$ cat config.mk
export PLATFORM = sky130hd
export DESIGN_NAME = aps_sequencer
export DESIGN_NICKNAME = d
export VERILOG_FILES = /design/src/aps_pkg.sv /design/src/aps_sequencer.sv
export VERILOG_INCLUDE_DIRS = /design/src
export SDC_FILE = /design/constraint.sdc
export NUM_CORES = 1
export LEC_CHECK = 0
export BUFFER_PORTS_ARGS = -buffer_cell sky130_fd_sc_hd__buf_4
export CAP_MARGIN = 20
export CORE_MARGIN = 4
export CORE_UTILIZATION = 45
export DETAILED_ROUTE_END_ITERATION = 10
export GPL_TIMING_DRIVEN = 0
export HOLD_SLACK_MARGIN = 0.12
export PLACE_DENSITY = 0.71
export SLEW_MARGIN = 10
export SYNTH_ARGS = -nofsm -noshare
export SYNTH_HDL_FRONTEND = slang
export SYNTH_SLANG_ARGS = --single-unit
$ cat constraint.sdc
create_clock -name clk -period 4.2 [get_ports clk]
set_input_delay 0.84 -clock clk [delete_from_list [all_inputs] [get_ports clk]]
set_output_delay 0.84 -clock clk [all_outputs]
set_load 0.02 [all_outputs]
$ cat src/aps_consts.svh
`ifndef APS_CONSTS_SVH
`define APS_CONSTS_SVH
// Clock rate and time base
`define APS_CLK_HZ 25000000
`define APS_TENTH_SEC_NS 100000000
// Cycles per tenth of a second at the clock rate
`define APS_TENTH_CYCLES ((`APS_TENTH_SEC_NS / 1000) * (`APS_CLK_HZ / 1000000))
// Stage setting limits
`define APS_FREQ_MAX 16'hE9FC
`define APS_TIME_MAX 16'hEA60
// Register map
`define APS_REG_MODE 8'h00
`define APS_REG_STATUS 8'h04
`define APS_REG_CTRL 8'h08
`define APS_REG_FREQ_BASE 8'h40
`define APS_REG_TIME_BASE 8'h80
`define APS_REG_DIR_BASE 8'hC0
// Reset values
`define APS_MODE_RESET 3'h0
`define APS_CTRL_RESET 2'h0
// Unmapped read answer
`define APS_READ_NONE 32'h0000_0000
`endif

$ cat src/aps_pkg.sv
package aps_pkg;
	// Direction selector per stage
	typedef enum logic [1:0] {
		APS_DIR_STOP = 2'h0,
		APS_DIR_FWD = 2'h1,
		APS_DIR_REV = 2'h2
	} aps_dir_t;
	// Avalon request bundle
	typedef struct packed {
		logic read;
		logic write;
		logic [7:0] address;
		logic [31:0] writedata;
	} aps_req_t;
	// Reference to the ramp stage
	typedef struct packed {
		logic active;
		logic [1:0] dir;
		logic [15:0] freq;
		logic [3:0] stage;
	} aps_ref_t;
endpackage

$ cat src/aps_sequencer.sv
// Chosen here: the Avalon-MM interface to the registers and the address map.
`timescale 1ns/1ps
`include "aps_consts.svh"
module aps_sequencer #(
	parameter int STAGES = 16,
	parameter int TENTH_CYCLES = `APS_TENTH_CYCLES
) (
	// Clock and reset
	input wire logic clk,
	input wire logic reset,
	// Avalon-MM slave
	input wire aps_pkg::aps_req_t avs_req,
	output logic [31:0] avs_readdata,
	output logic avs_waitrequest,
	// Run command and other drive functions
	input wire logic run_cmd,
	input wire logic wobble_active,
	input wire logic pid_active,
	input wire logic [15:0] speed0_freq,
	input wire logic [3:0] ext_step_sel,
	// Reference to ramp and modulation stages
	output aps_pkg::aps_ref_t ref_out,
	output logic use_general_ramp,
	output logic [3:0] ramp_time_sel
);
	import aps_pkg::*;

	// Sequencer states; status reads them back as a 2-bit code
	typedef enum logic [1:0] {
		S_IDLE, // Waiting for a run edge
		S_RUN, // Stepping through stages
		S_HOLD, // Parked on the last stage
		S_DONE // Cycle done, output stopped
	} aps_state_t;

	// Stage tables, written by software
	// Entry 0 of the frequency table stays unused, stage 0 reads the pin
	logic [15:0] freq_tab [STAGES]; // Hundredths of a hertz
	logic [15:0] time_tab [STAGES]; // Tenths of a second
	logic [1:0] dir_tab [STAGES]; // Stop, forward or reverse
	logic [2:0] mode; // Program mode code
	logic [1:0] ctrl; // Spare control bits
	// Sequencer state
	aps_state_t state; // Current state
	logic [3:0] stage; // Stage being run
	logic [15:0] tenths; // Tenths elapsed in this stage
	logic [31:0] tick_cnt; // Cycles within one tenth
	logic tick; // One-cycle tenth pulse
	logic run_d; // Run command one cycle late
	logic ack; // Bus answer cycle

	// Offset decode helpers
	// A bank is sixteen aligned words picked by the top two offset bits
	function automatic logic in_bank(input logic [7:0] a, input logic [7:0] base);
		in_bank = (a[7:6] == base[7:6]) && (a[1:0] == 2'h0);
	endfunction
	// Clamp a written word to the setting's top value
	// Upper bits set count as over range, so a wild write never wraps
	function automatic logic [15:0] clip(input logic [31:0] v, input logic [15:0] lim);
		clip = (v[15:0] > lim || v[31:16] != 16'h0) ? lim : v[15:0];
	endfunction

	// Bus decode
	wire logic [3:0] idx = avs_req.address[5:2];
	wire logic hit_freq = in_bank(avs_req.address, `APS_REG_FREQ_BASE);
	wire logic hit_time = in_bank(avs_req.address, `APS_REG_TIME_BASE);
	wire logic hit_dir = in_bank(avs_req.address, `APS_REG_DIR_BASE);
	wire logic hit_mode = avs_req.address == `APS_REG_MODE;
	wire logic hit_stat = avs_req.address == `APS_REG_STATUS;
	wire logic hit_ctrl = avs_req.address == `APS_REG_CTRL;
	// A request counts only outside the answer cycle
	wire logic req = (avs_req.read | avs_req.write) & ~ack;
	// Writes land in the answer cycle, where the master sees waitrequest low
	wire logic wr = avs_req.write & ack;

	// zero durations
	// Any zero duration among the stages blocks the program
	// A plain OR over the table, cheap and settled every cycle
	logic any_zero;
	always_comb begin
		any_zero = 1'b0;
		for (int i = 0; i < STAGES; i++) begin
			if (time_tab[i] == 16'h0) begin
				any_zero = 1'b1;
			end
		end
	end

	// Program needs a legal mode, full durations, no wobble and no PID
	// inhibit check
	wire logic enabled = (mode != 3'h0) && (mode <= 3'h6) && !any_zero
		&& !wobble_active && !pid_active;
	// Live request from the run command
	wire logic active = enabled && run_cmd;
	// A start needs a fresh run edge, so a held run never restarts alone
	wire logic run_rise = run_cmd & ~run_d;
	// Mode groups by end-of-cycle behaviour
	wire logic once_stop = (mode == 3'h1) || (mode == 3'h4);
	wire logic repeat_mode = (mode == 3'h2) || (mode == 3'h5);
	// Upper group restarts from stage zero
	wire logic restart_zero = mode >= 3'h4;
	// Stage end falls on the tick that completes its last tenth
	wire logic last_stage = stage == 4'(STAGES - 1);
	wire logic stage_end = tick && (tenths + 16'h1 >= time_tab[stage]);

	// Read mux
	// Unmapped offsets read as zero; status packs state, enable and stage
	logic [31:0] rdata;
	always_comb begin
		rdata = `APS_READ_NONE;
		if (hit_freq) begin
			rdata = {16'h0, freq_tab[idx]};
		end else if (hit_time) begin
			rdata = {16'h0, time_tab[idx]};
		end else if (hit_dir) begin
			rdata = {30'h0, dir_tab[idx]};
		end else if (hit_mode) begin
			rdata = {29'h0, mode};
		end else if (hit_ctrl) begin
			rdata = {30'h0, ctrl};
		end else if (hit_stat) begin
			rdata = {24'h0, 2'(state), 1'b0, enabled, stage};
		end
	end

	// One wait cycle then answer; ack clears next cycle
	// Waitrequest has its own flop so the port comes straight from a register
	always_ff @(posedge clk) begin
		if (reset) begin
			ack <= 1'b0;
			avs_waitrequest <= 1'b1;
			avs_readdata <= 32'h0;
		end else begin
			ack <= req;
			// Low only in the answer cycle
			avs_waitrequest <= ~req;
			// Captured at acceptance, stands until the next access
			if (req) begin
				avs_readdata <= rdata;
			end
		end
	end

	// Register writes in the answer cycle of the request
	always_ff @(posedge clk) begin
		if (reset) begin
			mode <= `APS_MODE_RESET;
			ctrl <= `APS_CTRL_RESET;
			for (int i = 0; i < STAGES; i++) begin
				freq_tab[i] <= 16'h0;
				time_tab[i] <= 16'h0;
				dir_tab[i] <= 2'h0;
			end
		end else if (wr) begin
			// Mode and spare control words keep only their low bits
			if (hit_mode) begin
				mode <= avs_req.writedata[2:0];
			end
			if (hit_ctrl) begin
				ctrl <= avs_req.writedata[1:0];
			end
			// Stage 0 takes its frequency from the pin, not this table
			// frequency table
			if (hit_freq && idx != 4'h0) begin
				freq_tab[idx] <= clip(avs_req.writedata, `APS_FREQ_MAX);
			end
			if (hit_time) begin
				time_tab[idx] <= clip(avs_req.writedata, `APS_TIME_MAX);
			end
			// Code 3 has no meaning, the entry keeps its old value
			// direction table
			if (hit_dir && avs_req.writedata[1:0] != 2'h3) begin
				dir_tab[idx] <= avs_req.writedata[1:0];
			end
		end
	end

	// Tenth of a second enable, runs only while stepping
	// Clears outside the run state, so a resumed stage starts a fresh tenth
	// Limitation: the part of a tenth run before a stop is lost
	always_ff @(posedge clk) begin
		if (reset || state != S_RUN || !active) begin
			tick_cnt <= 32'h0;
			tick <= 1'b0;
		end else begin
			tick <= tick_cnt == 32'(TENTH_CYCLES - 1);
			tick_cnt <= (tick_cnt == 32'(TENTH_CYCLES - 1)) ? 32'h0 : tick_cnt + 32'h1;
		end
	end

	// Stage sequencer
	always_ff @(posedge clk) begin
		if (reset) begin
			state <= S_IDLE;
			stage <= 4'h0;
			tenths <= 16'h0;
			run_d <= 1'b0;
		end else begin
			run_d <= run_cmd;
			case (state)
				S_IDLE: begin
					// Lower group keeps stage and elapsed tenths here
					if (active && run_rise) begin
						state <= S_RUN;
						if (restart_zero) begin
							stage <= 4'h0;
							tenths <= 16'h0;
						end
					end
				end
				S_RUN: begin
					if (!active) begin
						// Stage and tenths stay as they were
						// keep unfinished stage
						state <= S_IDLE;
					end else if (stage_end) begin
						tenths <= 16'h0;
						if (!last_stage) begin
							stage <= stage + 4'h1;
						end else if (repeat_mode) begin
							stage <= 4'h0;
						end else if (once_stop) begin
							state <= S_DONE;
							stage <= 4'h0;
						end else begin
							state <= S_HOLD;
						end
					end else if (tick) begin
						tenths <= tenths + 16'h1;
					end
				end
				S_HOLD: begin
					// Run drop ends the hold; the next start is from stage zero
					if (!active) begin
						state <= S_IDLE;
						stage <= 4'h0;
					end
				end
				S_DONE: begin
					// Stay stopped until run is released or the program is disabled
					if (!run_cmd || !enabled) begin
						state <= S_IDLE;
					end
				end
				default: state <= S_IDLE;
			endcase
		end
	end

	// Drive reference out
	// Outputs are registered, so they trail the state by one cycle
	// Live while the program owns the reference
	logic live;
	assign live = active && (state == S_RUN || state == S_HOLD);
	always_ff @(posedge clk) begin
		if (reset) begin
			ref_out <= '0;
			use_general_ramp <= 1'b0;
			ramp_time_sel <= 4'h0;
		end else begin
			ref_out.active <= live;
			ref_out.stage <= stage;
			use_general_ramp <= live;
			// Step inputs pass through only while the program is idle
			// ignore step inputs
			ramp_time_sel <= live ? 4'h0 : ext_step_sel;
			if (!live || dir_tab[stage] == APS_DIR_STOP) begin
				ref_out.freq <= 16'h0;
				ref_out.dir <= APS_DIR_STOP;
			end else begin
				ref_out.freq <= (stage == 4'h0) ? speed0_freq : freq_tab[stage];
				ref_out.dir <= dir_tab[stage];
			end
		end
	end
endmodule // aps_sequencer

=== Word level (Yosys, flattened, before mapping) ===
Memory sizes are Yosys's and may differ from the RTL's. A register that Yosys moved wholly into a read port is not among the register bits.
Cells that the tools add are included.

* Memory bits (writable): 544
* Logic and storage cells: 205
* Output and inout port bits: 61
* Memories: 3
* Bits in registers: 122
* Input bits: 67

* $add $sub $neg: 3
* Equal/unequal tests: 27
* Mux-type cells: 78
* Order comparisons: 5
* Reduce and logical (&&, ||, !) cells: 66
* Bitwise gates (word level): 7

{| class="wikitable"
|+ Memory list
! memory !! depth !! bits a word !! read ports !! clocked after memory_dff !! write ports !! RTL line !! source
|-
| freq_tab || 16 || 16 || 2 || 1 || 16 || aps_sequencer.sv:38 || <nowiki>logic [15:0] freq_tab [STAGES];</nowiki>
|-
| time_tab || 16 || 16 || 18 || 1 || 16 || aps_sequencer.sv:39 || <nowiki>logic [15:0] time_tab [STAGES];</nowiki>
|-
| dir_tab || 16 || 2 || 2 || 1 || 16 || aps_sequencer.sv:40 || <nowiki>logic [1:0] dir_tab [STAGES];</nowiki>
|}

{| class="wikitable"
|+ Operators by type and width
! cell !! number
|-
| $logic_not 16->1 || 16
|-
| $mux 16 || 12
|-
| $mux 4 || 17
|-
| $mux 1 || 34
|-
| $add 32x1->32 const B || 1
|-
| $eq 32x22->1 const B || 1
|-
| $gt 16x16->1 const B || 2
|-
| $mux 8 || 4
|-
| $pmux 16 s2 || 1
|-
| $reduce_or 16->1 || 2
|-
| $add 16x1->16 const B || 1
|-
| $ge 16x16->1 || 1
|-
| $mux 2 || 8
|-
| $reduce_bool 16->1 || 1
|-
| $ne 2x2->1 const B || 7
|-
| $logic_and 1x1->1 || 13
|-
| $ne 3x3->1 const B || 4
|-
| $pmux 4 s3 || 1
|-
| $logic_or 1x1->1 || 9
|-
| $eq 2x2->1 const B || 4
|-
| $eq 8x3->1 const B || 1
|-
| $eq 8x4->1 const B || 1
|-
| $logic_not 8->1 || 1
|-
| $pmux 2 s4 || 1
|-
| 24 further kinds || 43
|}

=== Logic depth before layout (Yosys ltp) ===
An unclocked memory read counts as a cell.

* Depth after elaboration: 28
* Gate-level depth with buffers: 17
* Mapped depth without buffers: 14

=== Worst setup path after synthesis ===
OpenSTA, ideal clock, no wires.

* Path type: flip-flop to flip-flop
* Start: register with a tool-made name
* End: register tenths[7]
* Data arrival time: 4.115 ns
* Stages on the path, launching flop included: 18
* Path buffers: 5
* Setup slack: -0.047 ns
* Setup time: 0.132 ns
* Cell sequence: dfxtp_1 -> buf_2 -> clkbuf_1 -> buf_2 -> buf_2 -> mux4_2 -> mux4_2 -> inv_1 -> ha_1 -> nand3_1 -> a211oi_1 -> o41ai_1 -> a21o_1 -> a21oi_1 -> clkbuf_1 -> nor2_1 -> o21ai_0 -> a21oi_1

{| class="wikitable"
|+ RTL lines
! what !! RTL line !! source
|-
| end signal, assigned || aps_sequencer.sv:229 || <nowiki>tenths <= tenths + 16'h1;</nowiki>
|-
| end, declared || aps_sequencer.sv:46 || <nowiki>logic [15:0] tenths;</nowiki>
|}

==> results.py <==
metrics = {
    "clock_tree": {
        "clock_path_buffers": 3,
        "cts_tree": "yes",
        "htreeDepth": 3,
        "clkSinkCount": 654,
        "worstSkewPairLatency_ns": 0.65,
        "cts_buffers": 72,
        "cts.clk_slew.worst_paths_ns": 0.06,
        "ctsRootBufferMaster": "clkbuf_16",
        "cts_hold_buf": 0,
    },
    "placed_design": {
        "portBuffers": 104,
        "dp_hpwl_mm": 81.4,
        "dp_slack_ns": -1.36,
        "routabilityCongestion": 1.02,
        "dpl.cell_count": 3585,
    },
    "die": {
        "dieArea_sq_um": 78900,
        "dieWidth_um": 281,
        "die_h_um": 281,
        "io_pins": 128,
        "initial_core_util_pct": 45.7,
        "fp-row-count": 99,
        "design.core.area_sq_um": 73300,
    },
    "drt": {
        "antenna_left": 0,
        "wirelength_mm": 111,
        "via_per_inst": 6.67,
        "drt_iter0_drc": 3975,
        "drcViolationCount": 0,
        "dr.pass1.iters": 6,
        "routedWlPerCell_um": 29.8,
        "vias": 24839,
    },
    "setup_path": {
        "critPathMaxFanout": 16,
        "cp_data_required_time_ns": 4.43,
        "r2r_cells": 14,
        "end_kind": "register",
        "startpoint": "avs_req[35]",
        "r2r_end": "state[0]",
        "r2r_setup_slack_ns": 0.16,
        "worstSetupPathType": "in -> reg",
        "critPathLaunchType": "input port",
        "arrival_ns": 4.31,
    },
    "timing": {
        "slew_violations": 0,
        "fmaxAchievable_mhz": 245,
        "setup_viol": 0,
        "fin_crit_ns": 4.08,
        "worst_slack_ns": 0.122,
        "slew_headroom_pct": 21.5,
        "skew_ns": 0.0422,
        "fin_crit_sh_pct": 97.1,
        "worst_pin_slew_ns": 1.18,
        "hold_viol_final": 0,
    },
    "synth": {
        "synth_area_leaders": "edfxtp_1 49%, mux4_2 23%, nor2_1 7.0%, dfxtp_1 6.6%, clkbuf_1 1.5%",
        "seq_area_frac_synth_pct": 55.3,
        "synth-main-ff-cell": "edfxtp_1",
        "yosys_warnings": 0,
        "yosysTopAreaCell": "edfxtp_1",
        "yosysMostFrequentCell": "nor2_1",
        "synth-edff-count": 544,
        "synth-seq-cells": 654,
        "netlist_area_sq_um": 33500,
        "synth_cell_types": 60,
        "yosys-top-cells-count": "627 x nor2_1, 544 x edfxtp_1, 340 x mux4_2",
        "syn_area_per_cell_sq_um": 13.5,
        "syn_inst": 2489,
        "async_reset_ff_share_pct": 0,
        "synth_top_area_share_pct": 48.8,
    },
    "worst_hold_path": {
        "hold_path_class": "in -> reg",
        "hold_path_depth": 2,
        "hp-start": "ext_step_sel[0]",
        "whs_endpoint": "ramp_time_sel[0]",
    },
    "cells_and_area": {
        "area_growth_pct": 14.6,
        "nNetsFinal": 2798,
        "fin_cells": 3726,
        "layout-drive-gt1-share_pct": 24.1,
    },
    "flow_run": {
        "drv_cap": 0,
    },
    "grt": {
        "grt_overflow_total": 0,
        "grt_pass1_vias": 24010,
        "grt_pass1_wl_mm": 160,
        "grtUsageTotal_pct": 27.9,
        "grt_max_degree": 20,
        "antenna_found_initial": 1,
    },
    "outcome": {
        "outcome": "complete, no violations",
    },
    "power_and_ir_drop": {
        "peakVddDrop_v": 0.000284,
        "cellPowerDensity_nw_per_um2": 390,
        "leakage_uw": 0.0133,
    },
}
[per-layer routing]
metal / up-vias / share of wire [%] / global-route usage, %
li1: 9898 / - / -
met1: 12325 / 35 / 36.0
met2: 2203 / 44 / 41.7
met3: 411 / 15 / 10.3
met4: 2 / 6.1 / 13.9
met5: - / 0.0099 / 0
[cell usage in the layout, fill, tap and decap left out, types with 33 or more instances in the layout]
cell type / netlist / final
edfxtp_1: 544 / 544
a21oi_1: 54 / 53
nand2_1: 135 / 135
clkbuf_16: 0 / 74
dfxtp_1: 110 / 108
nand4_1: 33 / 33
mux4_2: 340 / 340
nand2b_1: 36 / 35
nor2_1: 627 / 627
o21ai_0: 40 / 40
nor4_1: 76 / 76
nand3_1: 37 / 37
clkbuf_1: 137 / 134
buf_4: 21 / 130
[state kept, by name, summed over array words and instances, names as in the netlist, 16 cells and up, named ones only]
name / count
tick_cnt: 32
ref_out: 22
time_tab: 256
dir_tab: 32
tenths: 16
avs_readdata: 16
freq_tab: 256
[worst max path at each step]
stage                                 to  slack [ns]  depth (start not counted)
after floorplan                tenths[7]        0.07                         17
after global placement         tenths[7]       -1.26                         17
after detailed placement       tenths[7]       -1.36                         17
after CTS                       state[0]        0.03                         13
after global routing            state[0]      -0.001                         15
final                     freq_tab[2][2]        0.12                          6
[final cells by class]
| type | instances | area (sq um) |
|---|---|---|
| Multi-Input combinational cell | 1634 | 14100 |
| Antenna cell | 1 | 2.50 |
| Clock inverter | 40 | 449 |
| Clock buffer | 94 | 2000 |
| Buffer | 197 | 1030 |
| Sequential cell | 654 | 18500 |
| Tap cell | 959 | 1200 |
| Fill cell | 5998 | 35000 |
| Timing Repair Buffer | 117 | 947 |
| Inverter | 30 | 113 |
[power by group]
group	internal [uW]	total (uW)	switching (uW)
registers	7200	7340	133
clock network	3780	6580	2800
logic	444	1050	603
[critical path, cell delays in order]
cell,delay (ns)
buf_2,0.34
buf_2,0.47
buf_1,0.44
nor2b_1,0.57
nand3_1,0.59
nand2b_1,1.04
[per-stage QoR]
| step | util (%) | total power, uW | hold WS [ns] | area (sq um) | TNS, ns |
|---|---|---|---|---|---|
| 3_5_place_dp | 48.6 | 8460 | 0.430 | 35600 | -89.73 |
| 4_1_cts | 52.0 | 14900 | 0.400 | 38200 | 0 |
| 2_1_floorplan | - | 8030 | 0.411 | 33600 | 0 |
| 6_report | 52.3 | 15000 | 0.430 | 38400 | 0 |
| 3_3_place_gp | 48.5 | 8420 | 0.421 | 35600 | -70.35 |
| 5_1_grt | 52.3 | 15300 | 0.411 | 38400 | -0.00146 |
[timing repair]
| item | in CTS | in global routing |
|---|---|---|
| setup endpoints to repair | 26 | 23 |
| buffers inserted | 0 | 4 |
| pin swaps | 0 | 1 |
| resized for setup | 39 | 28 |
[cells by family (layout without fill, tap and decap cells)]
logic type               count (synthesis)  in the layout  share of synthesized area [%]
flip-flops                             654            654                           55.3
XOR/XNOR                                41             41                           1.07
AO/OA/AOI/OAI                          157            157                           2.91
other                                    1             33                         0.0112
multiplexers                           350            350                           23.2
adder cells (fa/ha/maj)                 25             25                          0.934
AND/OR/NAND/NOR                       1029           1029                           13.5
buffers and inverters                  232            478                           3.06
Power figures use the tool's default switching activity.
